$ cat src/amt_timer_map.svh
`ifndef AMT_TIMER_MAP_SVH
`define AMT_TIMER_MAP_SVH

// ---------------------------------------------------------------------
// Clock and timing.
// ---------------------------------------------------------------------
`define AMT_CLK_HZ 50000000
`define AMT_CLK_MHZ (`AMT_CLK_HZ / 1000000)
`define AMT_PWM_PERIOD_NS 6000
`define AMT_PWM_CYCLES (`AMT_PWM_PERIOD_NS * `AMT_CLK_MHZ / 1000)
`define AMT_PWM_DUTY_DIV 96
`define AMT_PWM_DUTY_CYCLES (`AMT_PWM_CYCLES / `AMT_PWM_DUTY_DIV)
`define AMT_FB_PERIOD_US 500
`define AMT_FB_CYCLES (`AMT_FB_PERIOD_US * `AMT_CLK_MHZ)
`define AMT_MS_CYCLES (`AMT_CLK_HZ / 1000)
`define AMT_WAKE_MS 250
`define AMT_BURST_MS 500
`define AMT_GAP_MS 1500
`define AMT_BATT_OFF_MS 59750
`define AMT_HORN_TEST_MS 3000

// ---------------------------------------------------------------------
// Register offsets.
// ---------------------------------------------------------------------
`define AMT_OFS_CTRL 8'h00
`define AMT_OFS_PWM_PERIOD 8'h04
`define AMT_OFS_PWM_DUTY 8'h08
`define AMT_OFS_FB_IVAL 8'h0c
`define AMT_OFS_HORN_IVAL 8'h10
`define AMT_OFS_HORN_MODE 8'h14
`define AMT_OFS_STATUS 8'h18
`define AMT_OFS_HORN_COUNT 8'h1c

// ---------------------------------------------------------------------
// Control bit positions and reset values.
// ---------------------------------------------------------------------
`define AMT_CTRL_PWM 0
`define AMT_CTRL_FB 1
`define AMT_CTRL_HORN 2
`define AMT_CTRL_WAKE 3
`define AMT_CTRL_RST 4'h0

`endif

$ cat src/amt_pkg.sv
package amt_pkg;

	// Event pulses of all timer channels, high bit first in status.
	typedef struct packed {
		logic wake_interval_irq;
		logic horn_phase_irq;
		logic feedback_tick_irq;
		logic pwm_duty_irq;
		logic pwm_period_irq;
	} amt_irq_type;

	// Horn pattern selection, Gray coded.
	typedef enum logic [1:0] {
		AMT_HORN_OFF = 2'h0,
		AMT_HORN_SMOKE = 2'h1,
		AMT_HORN_BATTERY = 2'h3,
		AMT_HORN_TEST = 2'h2
	} amt_horn_mode_type;

	// Priority of the event raised in the same cycle.
	typedef enum logic [1:0] {
		AMT_PRIO_LOW = 2'h0,
		AMT_PRIO_LEVEL1 = 2'h1,
		AMT_PRIO_HIGH = 2'h3
	} amt_prio_type;

endpackage : amt_pkg

$ cat src/amt_timer_unit.sv
`timescale 1ns/10ps
`include "amt_timer_map.svh"

module amt_timer_unit
	import amt_pkg::*;
#(
	parameter logic [15:0] PWM_CYCLES = 16'(`AMT_PWM_CYCLES),
	parameter logic [15:0] PWM_DUTY = 16'(`AMT_PWM_DUTY_CYCLES),
	parameter logic [15:0] FB_CYCLES = 16'(`AMT_FB_CYCLES),
	parameter logic [15:0] MS_CYCLES = 16'(`AMT_MS_CYCLES)
) (
	input wire logic ref_clk_i,
	input wire logic rstn_i,
	input wire logic [7:0] addr_i,
	input wire logic [31:0] wdata_i,
	input wire logic wr_i,
	input wire logic rd_i,
	output logic [31:0] rdata_o,
	output amt_irq_type irq_o,
	output amt_prio_type irq_prio_o,
	output logic pwm_o,
	output logic horn_o,
	output logic wake_o
);

	// -----------------------------------------------------------------
	// Declarations.
	// -----------------------------------------------------------------
	logic [3:0] ctrl_reg, ctrl_next;
	logic [3:0] run_d_reg, run_d_next;
	logic [15:0] per_reg, per_next;
	logic [15:0] duty_reg, duty_next;
	logic [15:0] fb_iv_reg, fb_iv_next;
	logic [15:0] horn_iv_reg, horn_iv_next;
	amt_horn_mode_type mode_reg, mode_next;
	logic [4:0] status_reg, status_next;
	logic [31:0] rdata_next;
	amt_irq_type irq_next;
	amt_prio_type prio_next;
	logic [15:0] pwm_cnt_reg, pwm_cnt_next;
	logic pwm_next;
	logic [15:0] fb_cnt_reg, fb_cnt_next;
	logic [15:0] ms_cnt_reg, ms_cnt_next;
	logic ms_tick;
	logic [15:0] horn_cnt_reg, horn_cnt_next;
	logic [2:0] phase_reg, phase_next;
	logic horn_next;
	logic [11:0] wake_cnt_reg, wake_cnt_next;
	logic wake_next;
	logic [3:0] start;
	logic wr_horn_iv;
	logic wr_fb_iv;
	logic ev_per, ev_duty, ev_fb, ev_horn, ev_wake;
	logic [19:0] ent_first, ent_cur, ent_nxt;

	// Horn phase table entry: {horn on, next phase, length in ms}.
	function automatic logic [19:0] phase_entry(
		input amt_horn_mode_type mode,
		input logic [2:0] phase
	);
		logic [19:0] e;
		e = {1'b0, 3'h0, 16'(`AMT_HORN_TEST_MS)};
		case (mode)
			AMT_HORN_SMOKE: begin
				// Three bursts, silences between, long gap at the end.
				case (phase)
					3'h0: e = {1'b1, 3'h1, 16'(`AMT_BURST_MS)};
					3'h1: e = {1'b0, 3'h2, 16'(`AMT_BURST_MS)};
					3'h2: e = {1'b1, 3'h3, 16'(`AMT_BURST_MS)};
					3'h3: e = {1'b0, 3'h4, 16'(`AMT_BURST_MS)};
					3'h4: e = {1'b1, 3'h5, 16'(`AMT_BURST_MS)};
					default: e = {1'b0, 3'h0, 16'(`AMT_GAP_MS)};
				endcase
			end
			AMT_HORN_BATTERY: begin
				// The silence is split in two to fit the 16-bit interval.
				case (phase)
					3'h0: e = {1'b1, 3'h1, 16'(`AMT_BURST_MS)};
					3'h1: e = {1'b0, 3'h2, 16'(`AMT_BATT_OFF_MS)};
					default: e = {1'b0, 3'h0, 16'(`AMT_BATT_OFF_MS)};
				endcase
			end
			AMT_HORN_TEST: begin
				// One burst, then the horn stays silent in phase 1.
				case (phase)
					3'h0: e = {1'b1, 3'h1, 16'(`AMT_HORN_TEST_MS)};
					default: e = {1'b0, 3'h1, 16'(`AMT_HORN_TEST_MS)};
				endcase
			end
			default: e = {1'b0, 3'h0, 16'(`AMT_HORN_TEST_MS)};
		endcase
		return e;
	endfunction : phase_entry

	// -----------------------------------------------------------------
	// Register bus.
	// -----------------------------------------------------------------

	// Start edges, one per control bit, and interval write strobes.
	assign start = ctrl_reg & ~run_d_reg;
	assign wr_fb_iv = wr_i && (addr_i == `AMT_OFS_FB_IVAL);
	assign wr_horn_iv = wr_i && (addr_i == `AMT_OFS_HORN_IVAL);

	// Register writes, sticky status and read data.
	always_comb begin
		ctrl_next = ctrl_reg;
		per_next = per_reg;
		duty_next = duty_reg;
		fb_iv_next = fb_iv_reg;
		horn_iv_next = horn_iv_reg;
		mode_next = mode_reg;
		run_d_next = ctrl_reg;
		status_next = status_reg;
		rdata_next = 32'h0;
		if (wr_i) begin
			case (addr_i)
				`AMT_OFS_CTRL: ctrl_next = wdata_i[3:0];
				`AMT_OFS_PWM_PERIOD: per_next = wdata_i[15:0];
				`AMT_OFS_PWM_DUTY: duty_next = wdata_i[15:0];
				`AMT_OFS_FB_IVAL: fb_iv_next = wdata_i[15:0];
				`AMT_OFS_HORN_IVAL: horn_iv_next = wdata_i[15:0];
				`AMT_OFS_HORN_MODE: begin
					mode_next = amt_horn_mode_type'(wdata_i[1:0]);
				end
				`AMT_OFS_STATUS: status_next = status_reg & ~wdata_i[4:0];
				default: status_next = status_reg;
			endcase
		end
		// A new event wins over a clear in the same cycle.
		status_next = status_next | irq_next;
		if (rd_i) begin
			case (addr_i)
				`AMT_OFS_CTRL: rdata_next = {28'h0, ctrl_reg};
				`AMT_OFS_PWM_PERIOD: rdata_next = {16'h0, per_reg};
				`AMT_OFS_PWM_DUTY: rdata_next = {16'h0, duty_reg};
				`AMT_OFS_FB_IVAL: rdata_next = {16'h0, fb_iv_reg};
				`AMT_OFS_HORN_IVAL: rdata_next = {16'h0, horn_iv_reg};
				`AMT_OFS_HORN_MODE: rdata_next = {30'h0, mode_reg};
				`AMT_OFS_STATUS: rdata_next = {27'h0, status_reg};
				`AMT_OFS_HORN_COUNT: rdata_next = {16'h0, horn_cnt_reg};
				default: rdata_next = 32'h0;
			endcase
		end
	end

	// Register bus state.
	always_ff @(posedge ref_clk_i) begin
		if (!rstn_i) begin
			ctrl_reg <= `AMT_CTRL_RST;
			run_d_reg <= `AMT_CTRL_RST;
			per_reg <= PWM_CYCLES;
			duty_reg <= PWM_DUTY;
			fb_iv_reg <= FB_CYCLES;
			horn_iv_reg <= 16'(`AMT_HORN_TEST_MS);
			mode_reg <= AMT_HORN_OFF;
			status_reg <= 5'h0;
			rdata_o <= 32'h0;
		end else begin
			ctrl_reg <= ctrl_next;
			run_d_reg <= run_d_next;
			per_reg <= per_next;
			duty_reg <= duty_next;
			fb_iv_reg <= fb_iv_next;
			horn_iv_reg <= horn_iv_next;
			mode_reg <= mode_next;
			status_reg <= status_next;
			rdata_o <= rdata_next;
		end
	end

	// -----------------------------------------------------------------
	// PWM pair, channels 0 and 1.
	// -----------------------------------------------------------------

	// Master counts the period; slave output is high for the duty.
	always_comb begin
		pwm_cnt_next = 16'h0;
		ev_per = 1'b0;
		ev_duty = 1'b0;
		if (ctrl_reg[`AMT_CTRL_PWM]) begin
			if (pwm_cnt_reg == per_reg - 16'h1) begin
				pwm_cnt_next = 16'h0;
				ev_per = 1'b1;
			end else begin
				pwm_cnt_next = pwm_cnt_reg + 16'h1;
			end
			ev_duty = (duty_reg != 16'h0) &&
				(pwm_cnt_reg == duty_reg - 16'h1);
		end
		pwm_next = ctrl_next[`AMT_CTRL_PWM] &&
			(pwm_cnt_next < duty_reg);
	end

	// PWM state.
	always_ff @(posedge ref_clk_i) begin
		if (!rstn_i) begin
			pwm_cnt_reg <= 16'h0;
			pwm_o <= 1'b0;
		end else begin
			pwm_cnt_reg <= pwm_cnt_next;
			pwm_o <= pwm_next;
		end
	end

	// -----------------------------------------------------------------
	// Feedback tick, channel 2.
	// -----------------------------------------------------------------

	// Down counter, reloaded at start, on expiry and on a new value.
	always_comb begin
		fb_cnt_next = 16'h0;
		ev_fb = 1'b0;
		if (ctrl_reg[`AMT_CTRL_FB]) begin
			if (start[`AMT_CTRL_FB]) begin
				fb_cnt_next = fb_iv_reg - 16'h1;
				ev_fb = 1'b1;
			end else if (wr_fb_iv) begin
				fb_cnt_next = wdata_i[15:0] - 16'h1;
			end else if (fb_cnt_reg == 16'h0) begin
				fb_cnt_next = fb_iv_reg - 16'h1;
				ev_fb = 1'b1;
			end else begin
				fb_cnt_next = fb_cnt_reg - 16'h1;
			end
		end
	end

	// Feedback tick state.
	always_ff @(posedge ref_clk_i) begin
		if (!rstn_i) begin
			fb_cnt_reg <= 16'h0;
		end else begin
			fb_cnt_reg <= fb_cnt_next;
		end
	end

	// -----------------------------------------------------------------
	// Millisecond prescaler for channel 3 and the wake timer.
	// -----------------------------------------------------------------

	// Free running, so a first phase may start up to 1 ms short.
	always_comb begin
		ms_tick = (ms_cnt_reg == MS_CYCLES - 16'h1);
		ms_cnt_next = ms_tick ? 16'h0 : ms_cnt_reg + 16'h1;
	end

	// Prescaler state.
	always_ff @(posedge ref_clk_i) begin
		if (!rstn_i) begin
			ms_cnt_reg <= 16'h0;
		end else begin
			ms_cnt_reg <= ms_cnt_next;
		end
	end

	// -----------------------------------------------------------------
	// Horn sequencer, channel 3.
	// -----------------------------------------------------------------

	// Table lookups for the first, current and following phase.
	assign ent_first = phase_entry(mode_reg, 3'h0);
	assign ent_cur = phase_entry(mode_reg, phase_reg);
	assign ent_nxt = phase_entry(mode_reg, ent_cur[18:16]);

	// Interval counter in ms; each phase loads its own length.
	always_comb begin
		horn_cnt_next = horn_cnt_reg;
		phase_next = phase_reg;
		horn_next = horn_o;
		ev_horn = 1'b0;
		if (!ctrl_reg[`AMT_CTRL_HORN]) begin
			horn_cnt_next = 16'h0;
			phase_next = 3'h0;
			horn_next = 1'b0;
		end else if (start[`AMT_CTRL_HORN]) begin
			ev_horn = 1'b1;
			phase_next = 3'h0;
			if (mode_reg == AMT_HORN_OFF) begin
				horn_cnt_next = horn_iv_reg - 16'h1;
				horn_next = 1'b0;
			end else begin
				horn_cnt_next = ent_first[15:0] - 16'h1;
				horn_next = ent_first[19];
			end
		end else if (wr_horn_iv) begin
			horn_cnt_next = wdata_i[15:0] - 16'h1;
		end else if (ms_tick) begin
			if (horn_cnt_reg == 16'h0) begin
				ev_horn = 1'b1;
				if (mode_reg == AMT_HORN_OFF) begin
					horn_cnt_next = horn_iv_reg - 16'h1;
					horn_next = 1'b0;
				end else begin
					phase_next = ent_cur[18:16];
					horn_cnt_next = ent_nxt[15:0] - 16'h1;
					horn_next = ent_nxt[19];
				end
			end else begin
				horn_cnt_next = horn_cnt_reg - 16'h1;
			end
		end
	end

	// Horn sequencer state.
	always_ff @(posedge ref_clk_i) begin
		if (!rstn_i) begin
			horn_cnt_reg <= 16'h0;
			phase_reg <= 3'h0;
			horn_o <= 1'b0;
		end else begin
			horn_cnt_reg <= horn_cnt_next;
			phase_reg <= phase_next;
			horn_o <= horn_next;
		end
	end

	// -----------------------------------------------------------------
	// 12-bit wake interval timer.
	// -----------------------------------------------------------------

	// Counts ms ticks and reloads itself on every expiry.
	always_comb begin
		wake_cnt_next = wake_cnt_reg;
		ev_wake = 1'b0;
		if (!ctrl_reg[`AMT_CTRL_WAKE]) begin
			wake_cnt_next = 12'h0;
		end else if (start[`AMT_CTRL_WAKE]) begin
			wake_cnt_next = 12'(`AMT_WAKE_MS - 1);
		end else if (ms_tick) begin
			if (wake_cnt_reg == 12'h0) begin
				wake_cnt_next = 12'(`AMT_WAKE_MS - 1);
				ev_wake = 1'b1;
			end else begin
				wake_cnt_next = wake_cnt_reg - 12'h1;
			end
		end
		wake_next = ev_wake;
	end

	// Wake timer state.
	always_ff @(posedge ref_clk_i) begin
		if (!rstn_i) begin
			wake_cnt_reg <= 12'h0;
			wake_o <= 1'b0;
		end else begin
			wake_cnt_reg <= wake_cnt_next;
			wake_o <= wake_next;
		end
	end

	// -----------------------------------------------------------------
	// Event outputs and priority.
	// -----------------------------------------------------------------

	// Gather events and rank the highest one raised this cycle.
	always_comb begin
		irq_next.pwm_period_irq = ev_per;
		irq_next.pwm_duty_irq = ev_duty;
		irq_next.feedback_tick_irq = ev_fb;
		irq_next.horn_phase_irq = ev_horn;
		irq_next.wake_interval_irq = ev_wake;
		if (ev_fb) begin
			prio_next = AMT_PRIO_HIGH;
		end else if (ev_horn) begin
			prio_next = AMT_PRIO_LEVEL1;
		end else begin
			prio_next = AMT_PRIO_LOW;
		end
	end

	// Event output state.
	always_ff @(posedge ref_clk_i) begin
		if (!rstn_i) begin
			irq_o <= '0;
			irq_prio_o <= AMT_PRIO_LOW;
		end else begin
			irq_o <= irq_next;
			irq_prio_o <= prio_next;
		end
	end

endmodule : amt_timer_unit

$ cat config.mk
export PLATFORM = sky130hd
export DESIGN_NAME = amt_timer_unit
export DESIGN_NICKNAME = d
export VERILOG_FILES = /design/src/amt_pkg.sv /design/src/amt_timer_unit.sv
export VERILOG_INCLUDE_DIRS = /design/src
export SDC_FILE = /design/constraint.sdc
export NUM_CORES = 1
export LEC_CHECK = 0
export ABC_AREA = 1
export BUFFER_PORTS_ARGS = -buffer_cell sky130_fd_sc_hd__buf_2
export CAP_MARGIN = 20
export CORE_MARGIN = 2
export CORE_UTILIZATION = 45
export DETAILED_ROUTE_END_ITERATION = 16
export PLACE_DENSITY = 0.72
export SYNTH_ARGS = -nofsm -noshare
export SYNTH_HDL_FRONTEND = slang
export SYNTH_SLANG_ARGS = --single-unit
export TNS_END_PERCENT = 30
$ cat constraint.sdc
create_clock -name ref_clk_i -period 3.72 [get_ports ref_clk_i]
set_clock_uncertainty 0.05 [all_clocks]
set_input_delay 0.93 -clock ref_clk_i [delete_from_list [all_inputs] [get_ports ref_clk_i]]
set_output_delay 0.93 -clock ref_clk_i [all_outputs]
set_load 0.02 [all_outputs]
==> summary.txt <==
Die
  • I/O Pins: 86
  • Initial core utilization: 45.9%
  • Area of the die: 26100 um2
  • Die Wd: 162 um
  • Die height: 162 um
  • # rows: 57
  • Core Region: 24400 um2

Routing
  • Routed WL per cell: 17.5 um
  • Post-route ant nets: 0
  • Via count: 11200
  • Detailed Route WL: 35100 um
  • Drt initial violations: 1232
  • DR pass1 iterations: 6
  • Avg Vias per Cell: 5.62
  • DRC errors left: 0

Hold path
  • Worst hold-check path type: reg -> reg
  • Hold_sp: run_d_reg[1]
  • Hold Path End: fb_cnt_reg[15]
  • Hold Path Depth: 1

GRT
  • Global-route wire length before repair: 55200 um
  • GRT met1 Usage: 36.1%
  • Vias in the first global route: 10300
  • Antenna violations before repair: 0
  • Met3 Resource Use GR: 3.80%
  • Met2 Use GR: 43.5%
  • Total grt overflow: 0
  • Most used routing layer: met2
  • Largest net degree at the start of global routing: 47
  • GRT Overall Usage: 26.8%

Clocking
  • Clk sinks: 181
  • Hold_buf cts: 0
  • Num CTS Buffers: 17
  • Max H-tree Level: 4
  • Worst skew pair latency: 0.46 ns
  • Clk root buf: clkbuf_16
  • Worst-path clk slew: 0.09 ns
  • Clock Path Buffers: 2
  • CTS tree: built
  • # Post-CTS Setup Buffers: 0

Cells and area
  • Layout fillers: 2440
  • Layout Nets: 1736
  • Share of cells above drive strength 1: 11.1%
  • Final core occ: 50.6%
  • Post-Layout Cell Count: 2001
  • N_diodes: 0
  • Syn-to-layout area delta: 10.4%

Worst setup path
  • CP max-delay cell: dfxtp_1
  • R2R cell count: 21
  • Critical path origin: per_reg[1]
  • Crit. End Element: flop
  • Reg2reg start: per_reg[1]
  • Setup CP Type: reg -> reg
  • Crit Path Max Fanout: 13
  • RR Endpoint: pwm_o
  • CP max stage delay: 0.32 ns
  • Worst setup SP type: flop
  • Cell Chain, Critical Path: inv_1, ha_1, nand3_2, nor2_4, nand2_1, nand2_1, nand2_1, a21oi_1, nand3_1, nor3_1, nand2_1, nand2_4, nor2_1, ha_1, a21oi_1, nor2_1, a211oi_1, nor2_1, a31oi_1, nand4_1, a21oi_2
  • Critical Path RT: 4.07 ns
  • Most Frequent Cell on Critical Path: nand2_1
  • FF-to-FF setup slack: 0.40 ns
  • WP data arrival: 3.67 ns

Place
  • Final HPWL DP: 27400 um
  • Final Wtd Congestion: 0.986
  • Placed insts: 1969
  • Port buffer count: 53

STA
  • Slew @ Worst Pin: 0.613 ns
  • Rel. slew slack: 58.8%
  • # setup viols final: 0
  • Max frequency: 301 MHz
  • Final Max Slew Viols: 0
  • Setup TNS: 0 ns
  • RSZ-0062 raised after global routing: no
  • Period utilization: 89.2%
  • Tmin final: 3.32 ns
  • Final hold violations: 0

Yosys
  • Yosys warns: 0
  • Sequential share of the synthesized area: 32.4%
  • Post-Syn Area: 11200 um2
  • Syn avg cell area: 6.91 um2
  • FFs w/ async S/R, synth: 0%
  • Synthesized flop and latch total: 181
  • Mapped Cells: 1619
  • Synth unique cells: 61
  • Post-synth top flop: dfxtp_1
  • EDFF count, synth: 0

Power and ir drop
  • Total power: 3.98 mW
  • Logic gate share of total power: 4.1%
  • Clk pwr share: 47.0%
  • Reg power frac: 48.9%
  • Sw frac: 27.3%
  • Leak pwr: 5.26 nW
  • Pwr dens: 322 nW/um2
  • Peak supply drop: 271 uV
  • Power Internal: 2.89 mW
  • P_sw: 1.09 mW

Job
  • Reported max-cap violation count: 0

Outcome
  • Status: complete, no violations
==> per-layer routing <==
| layer | part of all wire (%) | vias up |
|---|---|---|
| met4 | 4.1 | 0 |
| met1 | 43 | 5178 |
| met5 | 0 | - |
| li1 | - | 5489 |
| met2 | 45 | 489 |
| met3 | 7.5 | 82 |
==> critical path, delay by kind of cell (launching register included) <==
| kind | cells | cell delay (ns) |
|---|---|---|
| DFF | 1 | 0.32 |
| adders and majority gates | 2 | 0.52 |
| and+or+nand+nor | 13 | 1.50 |
| AOI/OAI and AO/OA | 5 | 0.74 |
| buffers and inverters | 1 | 0.13 |
==> area by class of cell <==
type                    count  area (um2)  area share [%]
multi-input cells        1159        6430            52.0
flip-flops and latches    181        3620            29.3
inverters                 229         860            6.96
repair buffers             76         438            3.55
clock buffers              17         425            3.44
well taps                 324         405            3.28
clock inverters            15         173            1.40
==> placed cells by master, fill, tap and decap left out, types with 18 or more instances in the layout <==
| cell type | Yosys | final |
|---|---|---|
| a211oi_1 | 18 | 18 |
| a21oi_1 | 121 | 121 |
| buf_2 | 12 | 53 |
| buf_4 | 20 | 23 |
| dfxtp_1 | 181 | 181 |
| ha_1 | 28 | 28 |
| inv_1 | 203 | 203 |
| inv_2 | 21 | 21 |
| nand2_1 | 260 | 260 |
| nand3_1 | 65 | 65 |
| nand4_1 | 19 | 19 |
| nor2_1 | 186 | 186 |
| nor3_1 | 48 | 48 |
| o21ai_0 | 107 | 107 |
| o22ai_1 | 31 | 31 |
| xnor2_1 | 25 | 25 |
| xor2_1 | 60 | 60 |
==> power groups by stage <==
stage	sequential, mW	combinational (mW)	clock, mW
global route	1.94	0.173	1.97
detailed placement	1.99	0.158	0
global placement	1.99	0.157	0
CTS	1.94	0.159	1.88
finish	1.94	0.164	1.87
floorplan	1.99	0.100	0
==> synth_stat cells (all sizes together), types with 20 or more instances <==
| cell | count | area [um2] |
|---|---|---|
| nand4 | 20 | 131 |
| ha | 28 | 350 |
| o22ai | 31 | 194 |
| nand2 | 267 | 1030 |
| inv | 224 | 841 |
| xor2 | 60 | 526 |
| nand3 | 68 | 355 |
| dfxtp | 181 | 3620 |
| clkbuf | 32 | 123 |
| nor3 | 65 | 423 |
| a21oi | 123 | 623 |
| xnor2 | 25 | 219 |
| o21ai | 111 | 556 |
| buf | 33 | 214 |
| nor2 | 202 | 828 |
==> cell families (layout without fill, tap and decap cells) <==
| family | Yosys count | count (layout) | share of synthesized area (%) |
|---|---|---|---|
| xor gates and xnor gates | 85 | 85 | 6.66 |
| DFF | 181 | 181 | 32.4 |
| buffers and inverters | 294 | 337 | 10.7 |
| adders and majority gates | 28 | 28 | 3.13 |
| other | 1 | 16 | 0.0335 |
| AOI/OAI and AO/OA | 372 | 372 | 19.9 |
| and+or+nand+nor | 658 | 658 | 27.2 |
==> how the worst max path moves through the flow <==
stage / end / slack [ns]
3_5_place_dp: pwm_o / 0.40
5_1_grt: pwm_o / 0.04
3_3_place_gp: pwm_o / 0.43
6_report: pwm_o / 0.40
2_1_floorplan: pwm_o / 0.75
4_1_cts: pwm_o / 0.37
==> repair_timing <==
| action | in CTS | in global routing |
|---|---|---|
| hold endpoints to repair | 0 | 0 |
| endpoints found under the setup margin | 0 | 1 |
| gates resized for setup | 0 | 1 |
==> per-stage QoR <==
step / setup slack (ns) / cell area (um2) / hold slack (ns)
final: 0.400 / 12400 / 0.387
after global routing: 0.0443 / 12400 / 0.422
after CTS: 0.368 / 12300 / 0.391
after detailed placement: 0.399 / 11700 / 0.379
after global placement: 0.431 / 11700 / 0.378
after floorplan: 0.753 / 11200 / 0.360
(Power assumes the default switching activity.)
